$ cat src/hw/iiwh_params.svh
// timing and field constants for the input word handshake
`ifndef IIWH_PARAMS_SVH
`define IIWH_PARAMS_SVH
`define IIWH_WAIT_BIT 9
`define IIWH_UNIT_LSB 10
`define IIWH_UNIT_MSB 15
`define IIWH_MERGE_BIT 4
`define IIWH_IND_BIT 5
`define IIWH_MAP_BIT 6
`define IIWH_XFLAG_BIT 1
`define IIWH_AIND_BIT 0
`define IIWH_ADDR_LSB 2
`define IIWH_CYCLE_NS 1750
`define IIWH_CLK_NS 8
`define IIWH_CYCLE_CLKS ((`IIWH_CYCLE_NS + `IIWH_CLK_NS - 1) / `IIWH_CLK_NS)
`define IIWH_PH_T1 8'h00
`define IIWH_PH_T2 8'h1B
`define IIWH_PH_T4 8'h51
`define IIWH_PH_T8 8'hBD
`define IIWH_MAX_IND 4'h7
`endif

$ cat src/hw/iiwh_pkg.sv
// types shared by both ends of the input word handshake
package iiwh_pkg;
	typedef enum logic [2:0] {
		IIWH_IDLE = 3'h0,
		IIWH_FETCH = 3'h1,
		IIWH_IND = 3'h3,
		IIWH_TEST = 3'h2,
		IIWH_EXEC = 3'h6
	} iiwh_state_t;
	typedef logic [15:0] iiwh_word_t;
endpackage : iiwh_pkg

$ cat src/hw/iiwh_computer.sv
// mainframe end: input instruction decode, cycle sequencing, accumulator and memory write
`timescale 1ns/1ns
`default_nettype none
`include "iiwh_params.svh"
// Summary of operation
// - decode wait bit 9, unit bits 10-15
// - wait flag one selects wait mode
// - skip mode adds one more word when ready returns
// - wait stall blocks all but power/stall interrupts
// - merge zero loads full accumulator word
// - merge one ORs low byte into 8-15
// - memory form two words, indirect bit 5
// - indirect zero: second word is target
// - indirect: fifteenth address bit from map bit and PC bit 15
// - two instruction cycles plus one execute
// - execute only after address and sync reply
// - transfer enable held whole instruction
// - sync level raised at phase T4
// - unit latch sets on T2/T8 when ready
// - sync reply releases mainframe hold latch
// - skip mode not ready: sync without ready
// - wait mode: stay until replies arrive
// - sync removal clears unit replies
// - ready reply drives input word on bus
// - word accepted clears drive and sync
// - accumulator form single word, memory both modes
// - enable and input levels active low
// - skip mode sync on first gated pulse
module iiwh_computer import iiwh_pkg::*; (
	input wire logic ref_clk, // system clock
	input wire logic reset_n, // sync reset, low active
	input wire logic start, // one-cycle instruction start
	input wire logic isMemForm, // memory form when high
	input wire logic [15:0] instrWord, // first instruction word
	input wire logic [15:0] pcIn, // program counter at first word
	input wire logic [15:0] memRdata, // second/address word from memory
	input wire logic [15:0] accIn, // present accumulator
	input wire logic intReq, // ordinary interrupt request
	input wire logic pfIntReq, // power fail / stall alarm request
	output logic memRd, // read request for memRdAddr
	output logic [15:0] memRdAddr, // memory read address
	output logic memWr, // write input word to memory
	output logic [14:0] memWrAddr, // memory write address
	output logic [15:0] memWdata, // memory write data
	output logic accWr, // accumulator load pulse
	output logic [15:0] accOut, // new accumulator value
	output logic [15:0] pcOut, // next program counter
	output logic done, // instruction complete pulse
	output logic skipped, // ready reply seen
	output logic intAccept, // interrupt taken
	output logic xferEnable_n, // transfer enable, 0 active
	output logic inputDir_n, // input direction, 0 active
	output logic waitFlag, // held wait flag
	output logic [5:0] unitNum, // held unit number
	output logic instrSync, // selection sync level
	output logic timePulse, // T2/T8 timing pulse
	output logic wordAccepted, // word accepted level
	input wire logic testReturn, // ready reply
	input wire logic syncReturn, // sync reply
	input wire logic [15:0] dataBus // input word
);
	iiwh_state_t state_reg, state_next;
	logic [7:0] phase_reg;
	logic [15:0] instr_reg, pc_reg, addr_reg;
	logic memForm_reg, hold_reg, ready_reg, sync_reg, wait_reg, acc_reg;
	logic [3:0] indCnt_reg;
	logic trSync1_reg, trSync2_reg, syncRet1_reg, syncRet2_reg;
	logic [15:0] bus1_reg, bus2_reg, inWord_reg;
	logic [14:0] resolvedAddr;
	logic cycEnd, ph4, phPulse, indirectMore, waitStall, takeInstr;

	// synchronisers for the far end's replies
	always_ff @(posedge ref_clk) begin
		trSync1_reg <= testReturn;
		trSync2_reg <= trSync1_reg;
		syncRet1_reg <= syncReturn;
		syncRet2_reg <= syncRet1_reg;
		bus1_reg <= dataBus;
		bus2_reg <= bus1_reg;
	end

	// memory cycle phase decode, one phase counter for the whole cycle
	assign cycEnd = (phase_reg == 8'(`IIWH_CYCLE_CLKS - 1));
	assign ph4 = (phase_reg == `IIWH_PH_T4);
	assign phPulse = (phase_reg == `IIWH_PH_T2) || (phase_reg == `IIWH_PH_T8);

	// address word: bits 2-15 as 14 low bits plus map-selected top bit
	function automatic logic [14:0] resolve(input logic [15:0] aw, input logic map,
		input logic pcTop);
		resolve = {map & pcTop, aw[`IIWH_ADDR_LSB+13:`IIWH_ADDR_LSB]};
	endfunction : resolve

	assign resolvedAddr = resolve(memRdata, instr_reg[`IIWH_MAP_BIT], pc_reg[15]);
	assign indirectMore = memRdata[`IIWH_AIND_BIT] && (indCnt_reg < `IIWH_MAX_IND);
	assign waitStall = (state_reg == IIWH_TEST) && wait_reg && hold_reg;
	assign takeInstr = (state_reg == IIWH_IDLE) && start;

	// next state at each memory cycle boundary
	always_comb begin
		state_next = state_reg;
		unique case (state_reg)
			IIWH_IDLE: if (start) state_next = IIWH_FETCH;
			IIWH_FETCH: if (cycEnd) state_next = memForm_reg && instr_reg[`IIWH_IND_BIT] ?
				IIWH_IND : IIWH_TEST;
			IIWH_IND: if (cycEnd && !indirectMore) state_next = IIWH_TEST;
			IIWH_TEST: if (cycEnd && sync_reg && !hold_reg) state_next = IIWH_EXEC;
			IIWH_EXEC: if (cycEnd) state_next = IIWH_IDLE;
			default: state_next = IIWH_IDLE;
		endcase
	end

	// sequencing, sync level and hold latch
	always_ff @(posedge ref_clk) begin
		if (!reset_n) begin
			state_reg <= IIWH_IDLE;
			phase_reg <= 8'h00;
			hold_reg <= 1'b0;
			sync_reg <= 1'b0;
			ready_reg <= 1'b0;
			indCnt_reg <= 4'h0;
		end else begin
			state_reg <= state_next;
			phase_reg <= (state_reg == IIWH_IDLE || cycEnd) ? `IIWH_PH_T1 : phase_reg + 8'h01;
			if (state_reg == IIWH_IDLE) begin
				sync_reg <= 1'b0;
				hold_reg <= 1'b0;
				ready_reg <= 1'b0;
				indCnt_reg <= 4'h0;
			end
			if (state_reg == IIWH_FETCH && ph4) begin
				sync_reg <= 1'b1;
				hold_reg <= 1'b1;
			end
			if (hold_reg && syncRet2_reg) begin
				hold_reg <= 1'b0;
				ready_reg <= trSync2_reg;
			end
			if (state_reg == IIWH_IND && cycEnd) indCnt_reg <= indCnt_reg + 4'h1;
			if (state_reg == IIWH_EXEC && ph4) sync_reg <= 1'b0;
		end
	end

	// instruction register and address resolution
	always_ff @(posedge ref_clk) begin
		if (!reset_n) begin
			instr_reg <= 16'h0000;
			pc_reg <= 16'h0000;
			addr_reg <= 16'h0000;
			memForm_reg <= 1'b0;
			wait_reg <= 1'b0;
		end else if (state_reg == IIWH_IDLE && start) begin
			instr_reg <= instrWord;
			pc_reg <= pcIn;
			memForm_reg <= isMemForm;
			wait_reg <= instrWord[`IIWH_WAIT_BIT];
			addr_reg <= pcIn + 16'h0001;
		end else if (cycEnd && (state_reg == IIWH_FETCH || state_reg == IIWH_IND)) begin
			if (state_reg == IIWH_IND) addr_reg <= {1'b0, resolvedAddr};
			else if (!instr_reg[`IIWH_IND_BIT]) addr_reg <= memRdata;
		end
	end

	// input word latched as word accepted rises; the unit drops its drive right after
	always_ff @(posedge ref_clk) begin
		if (!reset_n) begin
			inWord_reg <= 16'h0000;
		end else if (state_reg == IIWH_EXEC && phase_reg == `IIWH_PH_T1 && ready_reg) begin
			inWord_reg <= bus2_reg;
		end
	end

	// output registers
	always_ff @(posedge ref_clk) begin
		if (!reset_n) begin
			memRd <= 1'b0;
			memRdAddr <= 16'h0000;
			memWr <= 1'b0;
			memWrAddr <= 15'h0000;
			memWdata <= 16'h0000;
			accWr <= 1'b0;
			accOut <= 16'h0000;
			pcOut <= 16'h0000;
			done <= 1'b0;
			skipped <= 1'b0;
			intAccept <= 1'b0;
			xferEnable_n <= 1'b1;
			inputDir_n <= 1'b1;
			waitFlag <= 1'b0;
			unitNum <= 6'h00;
			instrSync <= 1'b0;
			timePulse <= 1'b0;
			wordAccepted <= 1'b0;
			acc_reg <= 1'b0;
		end else begin
			xferEnable_n <= (state_next == IIWH_IDLE);
			inputDir_n <= (state_next == IIWH_IDLE);
			// fields change in the same cycle as the enable, never after it
			waitFlag <= takeInstr ? instrWord[`IIWH_WAIT_BIT] : wait_reg;
			unitNum <= takeInstr ? instrWord[`IIWH_UNIT_MSB:`IIWH_UNIT_LSB] :
				instr_reg[`IIWH_UNIT_MSB:`IIWH_UNIT_LSB];
			instrSync <= sync_reg;
			timePulse <= phPulse && sync_reg;
			memRd <= (state_reg == IIWH_FETCH || state_reg == IIWH_IND) && ph4;
			memRdAddr <= (state_reg == IIWH_IND) ? addr_reg : pc_reg + 16'h0001;
			// word accepted only after a ready reply, held through execute phases 0-127
			wordAccepted <= (state_reg == IIWH_EXEC) && ready_reg && !phase_reg[7];
			acc_reg <= (state_reg == IIWH_EXEC) && ready_reg && ph4;
			accWr <= acc_reg && !memForm_reg;
			memWr <= acc_reg && memForm_reg;
			memWrAddr <= addr_reg[14:0];
			memWdata <= inWord_reg;
			accOut <= instr_reg[`IIWH_MERGE_BIT] ? {accIn[15:8] | inWord_reg[7:0], accIn[7:0]} :
				inWord_reg;
			done <= (state_reg == IIWH_EXEC) && cycEnd;
			skipped <= ready_reg;
			// skip by one word past the whole instruction when ready
			pcOut <= pc_reg + (memForm_reg ? 16'h0002 : 16'h0001) +
				(ready_reg ? 16'h0001 : 16'h0000);
			intAccept <= waitStall ? pfIntReq : (state_reg == IIWH_IDLE) && (intReq || pfIntReq);
		end
	end
endmodule : iiwh_computer
`default_nettype wire

$ cat config.mk
export PLATFORM = sky130hd
export DESIGN_NAME = iiwh_computer
export DESIGN_NICKNAME = d
export VERILOG_FILES = /design/src/hw/iiwh_pkg.sv /design/src/hw/iiwh_computer.sv
export VERILOG_INCLUDE_DIRS = /design/src /design/src/hw
export SDC_FILE = /design/constraint.sdc
export NUM_CORES = 1
export LEC_CHECK = 0
export ABC_AREA = 1
export CAP_MARGIN = 20
export CORE_MARGIN = 8
export CORE_UTILIZATION = 30
export DETAILED_ROUTE_END_ITERATION = 7
export DONT_BUFFER_PORTS = 1
export GPL_ROUTABILITY_DRIVEN = 0
export HOLD_SLACK_MARGIN = 0.08
export SLEW_MARGIN = 20
export SYNTH_ARGS = -nofsm -noshare
export SYNTH_HDL_FRONTEND = slang
export SYNTH_SLANG_ARGS = --single-unit
$ cat constraint.sdc
create_clock -name ref_clk -period 2.7 [get_ports ref_clk]
set_input_delay 0.54 -clock ref_clk [delete_from_list [all_inputs] [get_ports ref_clk]]
set_output_delay 0.54 -clock ref_clk [all_outputs]
set_load 0.02 [all_outputs]
[Word level (Yosys, flattened, before mapping)]
Index checks and enable logic that the tools add are counted.
Word-level totals
  output and inout port bits: 97
  register bits after elaboration: 216
  logic and storage cells: 119
  input port bits: 88
Operators by class
  eq/ne operators: 9
  bitwise gates (word level): 3
  mux-type cells: 22
  order comparisons: 1
  add/sub/neg operators: 6
  reductions and logical operators: 43
Operators by type and width (count)
  2-to-1 mux 16 bit: 6
  adder 16 x 1 -> 16 bit (second input constant): 2
  logical AND 1 bit: 24
  adder 16 x 1 -> 16 bit: 1
  adder 16 x 2 -> 16 bit: 1
  == test 8 bit (second input constant): 2
  2-to-1 mux 3 bit: 5
  case mux 3 bit (5 select lines): 1
  adder 8 x 1 -> 8 bit (second input constant): 1
  == test 8 x 5 -> 1 bit (second input constant): 1
  == test 8 x 7 -> 1 bit (second input constant): 1
  zero test 8 bit: 1
  2-to-1 mux 4 bit: 2
  bitwise OR 8 bit: 1
  nonzero test 2 bit: 4
  == test 3 x 2 -> 1 bit (second input constant): 2
  zero test 3 bit: 2
  2-to-1 mux 1 bit: 6
  2-to-1 mux 6 bit: 1
  OR reduction 2 bit: 3
  adder 4 x 1 -> 4 bit (second input constant): 1
  zero test 1 bit: 4
  logical OR 1 bit: 4
  less-than comparator 4 x 3 -> 1 bit (second input constant): 1
  7 further kinds: 7

[Logic depth before layout (Yosys ltp)]
  depth after elaboration: 7
  depth in mapped cells: 10
  mapped depth without buffers: 10

[Least setup slack after synthesis]
OpenSTA, ideal clock, no wires.
  path kind: register -> register
  from: register memForm_reg
  to: register pcOut[12]
  required time: 2.579 ns
  buffers on the path: 0
  stages on the path, launching flop included: 10
  arrival time: 1.824 ns
  slack: 0.756 ns
  library setup time: 0.121 ns
  period minus slack after synthesis: 1.944 ns
  cells stage by stage: dfxtp_1 > inv_1 > fa_1 > fa_1 > nand3_1 > nor2_1 > nand2_1 > nor2_1 > o21ai_0 > a21oi_1
Between the ends
  cells in the longest elaborated chain, start to end: 3
RTL lines
  from (decl): line iiwh_computer.sv:65  | logic memForm_reg, hold_reg, ready_reg, sync_reg, wait_reg, acc_reg;
  from (signal assigned): line iiwh_computer.sv:154  | memForm_reg <= isMemForm;
  2-to-1 mux 2 bit: line iiwh_computer.sv:217  | pcOut <= pc_reg + (memForm_reg ? 16'h0002 : 16'h0001) +
  adder 16 x 2 -> 16 bit: line iiwh_computer.sv:217
  adder 16 x 1 -> 16 bit: line iiwh_computer.sv:217
  to (signal assigned): line iiwh_computer.sv:217
  to (decl): line iiwh_computer.sv:47  | output logic [15:0] pcOut,
Every way passes these cells.
A chain may end at the register's enable or synchronous reset.

[Worst setup path after layout]
Same ends and word-level chain as after synthesis.

==> flow_summary.json <==
{
  "status": "completed",
  "hold_depth": 2,
  "synth-edff-count": 0,
  "cts_tree": "built",
  "root_buffer": "clkbuf_16",
  "clockBufferDepth": 3,
  "portBuffers": 0,
  "grt_pass1_vias": 5947,
  "cts_made_buffers": 24,
  "drtIter0Drc": 469,
  "max_freq_mhz": 451,
  "clkSlewWorstSetupHoldPaths_ns": 0.06,
  "post_drt_wl_per_cell_um": 15.9,
  "io_pins": 185,
  "p_int_mw": 5.52,
  "synth-compound-area-share": 0.104,
  "synth-main-ff-cell": "dfxtp_1",
  "muxShareOfSynthArea": 0,
  "vias_per_cell": 4.52,
  "most-common-layout-cells": "229 x nand2_1, 209 x dfxtp_1, 148 x inv_1, 132 x nor2_1, 59 x o21ai_0",
  "busiest_layer": "met2",
  "synthesis.area_um2": 7910,
  "yosys.area.top_type": "dfxtp_1",
  "final_max_slew_viol_count": 0,
  "synth-simple-area-share": 0.235,
  "ff2ff_path_depth": 9,
  "min_period_over_period": 0.822,
  "worstSetupEndpointType": "flop",
  "hp-class": "in -> reg",
  "core_um2": 26000,
  "critPathRequiredTime_ns": 3.10,
  "rsz0062_at_grt": "no",
  "placed_cell_area_um2": 8160,
  "die-area_um2": 31800,
  "startpoint_type": "flop",
  "fillers": 2704,
  "grt_overflow": 0,
  "multi_input_area_um2": 2940,
  "cp_max_fo": 5,
  "synth_top_area_frac": 0.529,
  "r2r-start": "memForm_reg",
  "postSynthCellCount": 1015,
  "num_rows": 59,
  "hp-start": "accIn[4]",
  "grt_use_met2": 0.203,
  "setup_viol": 0,
  "ant_nets": 0,
  "drive_gt1_frac": 0.0603,
  "clk_latency_ns": 0.52,
  "yosysWarnings": 0,
  "grt_first_pass_wirelength_mm": 33.3,
  "final-hold-violation-count": 0,
  "antenna_found_initial": 0,
  "r2r_end": "pcOut[12]",
  "fin_skew_ns": 0.0284,
  "grt.met3_usage": 0.0404,
  "synth_fp_nets": 1113,
  "finalSetupTns_ns": 0,
  "comb_power_share": 0.053,
  "ys_seq_elements": 209,
  "syn_area_per_cell_um2": 7.80,
  "synth_async_sr_flop_share": 0,
  "synth_fa_ha_area_frac": 0.0177,
  "seqCellArea_um2": 4180,
  "worstMarginPinSlew_ns": 0.644,
  "firstDrtPassIters": 7,
  "swShare": 0.239,
  "clkPwrFrac": 0.476,
  "hold_end": "accOut[4]",
  "worstSetupPathType": "reg -> reg",
  "mostFrequentLayoutCell": "nand2_1",
  "routed_wl_mm": 21.9,
  "power.switching_mw": 1.73,
  "num_vias": 6234,
  "ys_types": 38,
  "synth_top_family_by_area": "simple AND/OR/NAND/NOR gates",
  "ir_worst_vdd_mv": 0.534,
  "drv_cap": 0,
  "grt_max_degree": 97,
  "antennaDiodeCount": 0,
  "worstPathArrival_ns": 2.62,
  "power_density_nw_per_um2": 788,
  "die_w_um": 178,
  "drc": 0,
  "holdWs_ns": 0.162,
  "synth-seq-area-share": 0.529,
  "clock-sinks": 209,
  "h-tree-depth": 1,
  "reg2reg_slack_ns": 0.48,
  "ys_top_cells_by_area": "dfxtp_1 53%, nand2_1 11%, inv_1 7.0%",
  "post_synth_xor_area_fraction": 0.0155,
  "nets": 1125,
  "total_leakage_power_nw": 4.32,
  "initial_core_util": 0.305,
  "fp.dieH_um": 178,
  "hpwl_mm": 15.8,
  "finalCriticalPeriod_ns": 2.22,
  "max_slew_margin": 0.571,
  "areaGrowthSynthToFinish_pct": 16.3,
  "use_met1": 0.170,
  "track_usage": 0.132,
  "final_area_um2": 9200,
  "seqPwrFrac": 0.470
}
==> critical path, stage by stage, from the launching register on <==
cell and delay [ns]:
dfxtp_1 0.47, inv_1 0.14, fa_1 0.45, fa_1 0.46, nand3_1 0.15, nor2_1 0.09
nand2_1 0.10, nor2_1 0.06, o21ai_0 0.13, a21oi_1 0.05
==> power groups by stage <==
stage / Sequential [mW] / Combinational, mW / Clock [mW]
finish: 3.41 / 0.387 / 3.46
global route: 3.43 / 0.450 / 3.66
CTS: 3.41 / 0.392 / 3.55
detailed placement: 3.48 / 0.367 / 0
global placement: 3.48 / 0.365 / 0
floorplan: 3.44 / 0.317 / 0
==> cell usage after synthesis (8+ instances only) <==
cell	number
nor2_1	132
xor2_1	12
dfxtp_1	209
nand3_1	48
a21oi_1	44
nor3_1	12
clkbuf_1	12
o32ai_1	8
nand4_1	11
o21ai_0	59
nand2_1	229
inv_1	148
buf_2	15
o22ai_1	15
ha_1	8
==> area by class of cell <==
type	instances	area share
Clock inverter	11	0.0159
Inverter	152	0.0620
Timing Repair Buffer	24	0.0245
Multi-Input combinational cell	616	0.320
Tap cell	335	0.0456
Sequential cell	209	0.455
Clock buffer	33	0.0778
==> worst max-delay path by stage <==
stage,from,endpoint,depth (start not counted)
final,memForm_reg,pcOut[12],9
after global routing,memForm_reg,pcOut[12],9
after CTS,memForm_reg,pcOut[12],9
after detailed placement,memForm_reg,pcOut[12],9
after global placement,memForm_reg,pcOut[12],9
after floorplan,memForm_reg,pcOut[12],9
==> metrics by stage <==
step	cells	setup slack, ns	power [mW]	utilization
floorplan	1015	0.756	3.76	-
global placement	1318	0.492	3.84	0.314
detailed placement	1318	0.476	3.85	0.314
CTS	1380	0.458	7.36	0.354
global route	1380	0.251	7.54	0.354
finish	1380	0.481	7.25	0.354
==> what timing repair did <==
item | in CTS | in global routing
gates resized for setup | 0 | 0
hold endpoints to repair | 18 | 0
hold buffers | 18 | 0
setup buffers | 0 | 0
endpoints found under the setup margin | 0 | 0
==> cell families (layout without fill, tap and decap cells) <==
kind of cell | after synthesis | after routing
fa+ha+maj | 10 | 10
flops | 209 | 209
compound gates | 144 | 144
buf+inv | 190 | 220
simple gates | 448 | 448
xor+xnor | 14 | 14
==> metal layers <==
| metal | part of all wire | wire length [um] | up-vias |
|---|---|---|---|
| met3 | 0.080 | 1750 | 45 |
| met1 | 0.45 | 9930 | 2792 |
| li1 | - | - | 3221 |
| met4 | 0.038 | 830 | 0 |
| met2 | 0.43 | 9400 | 176 |
| met5 | 0 | 0 | - |
Note: power is estimated with default switching activity, not from simulation.
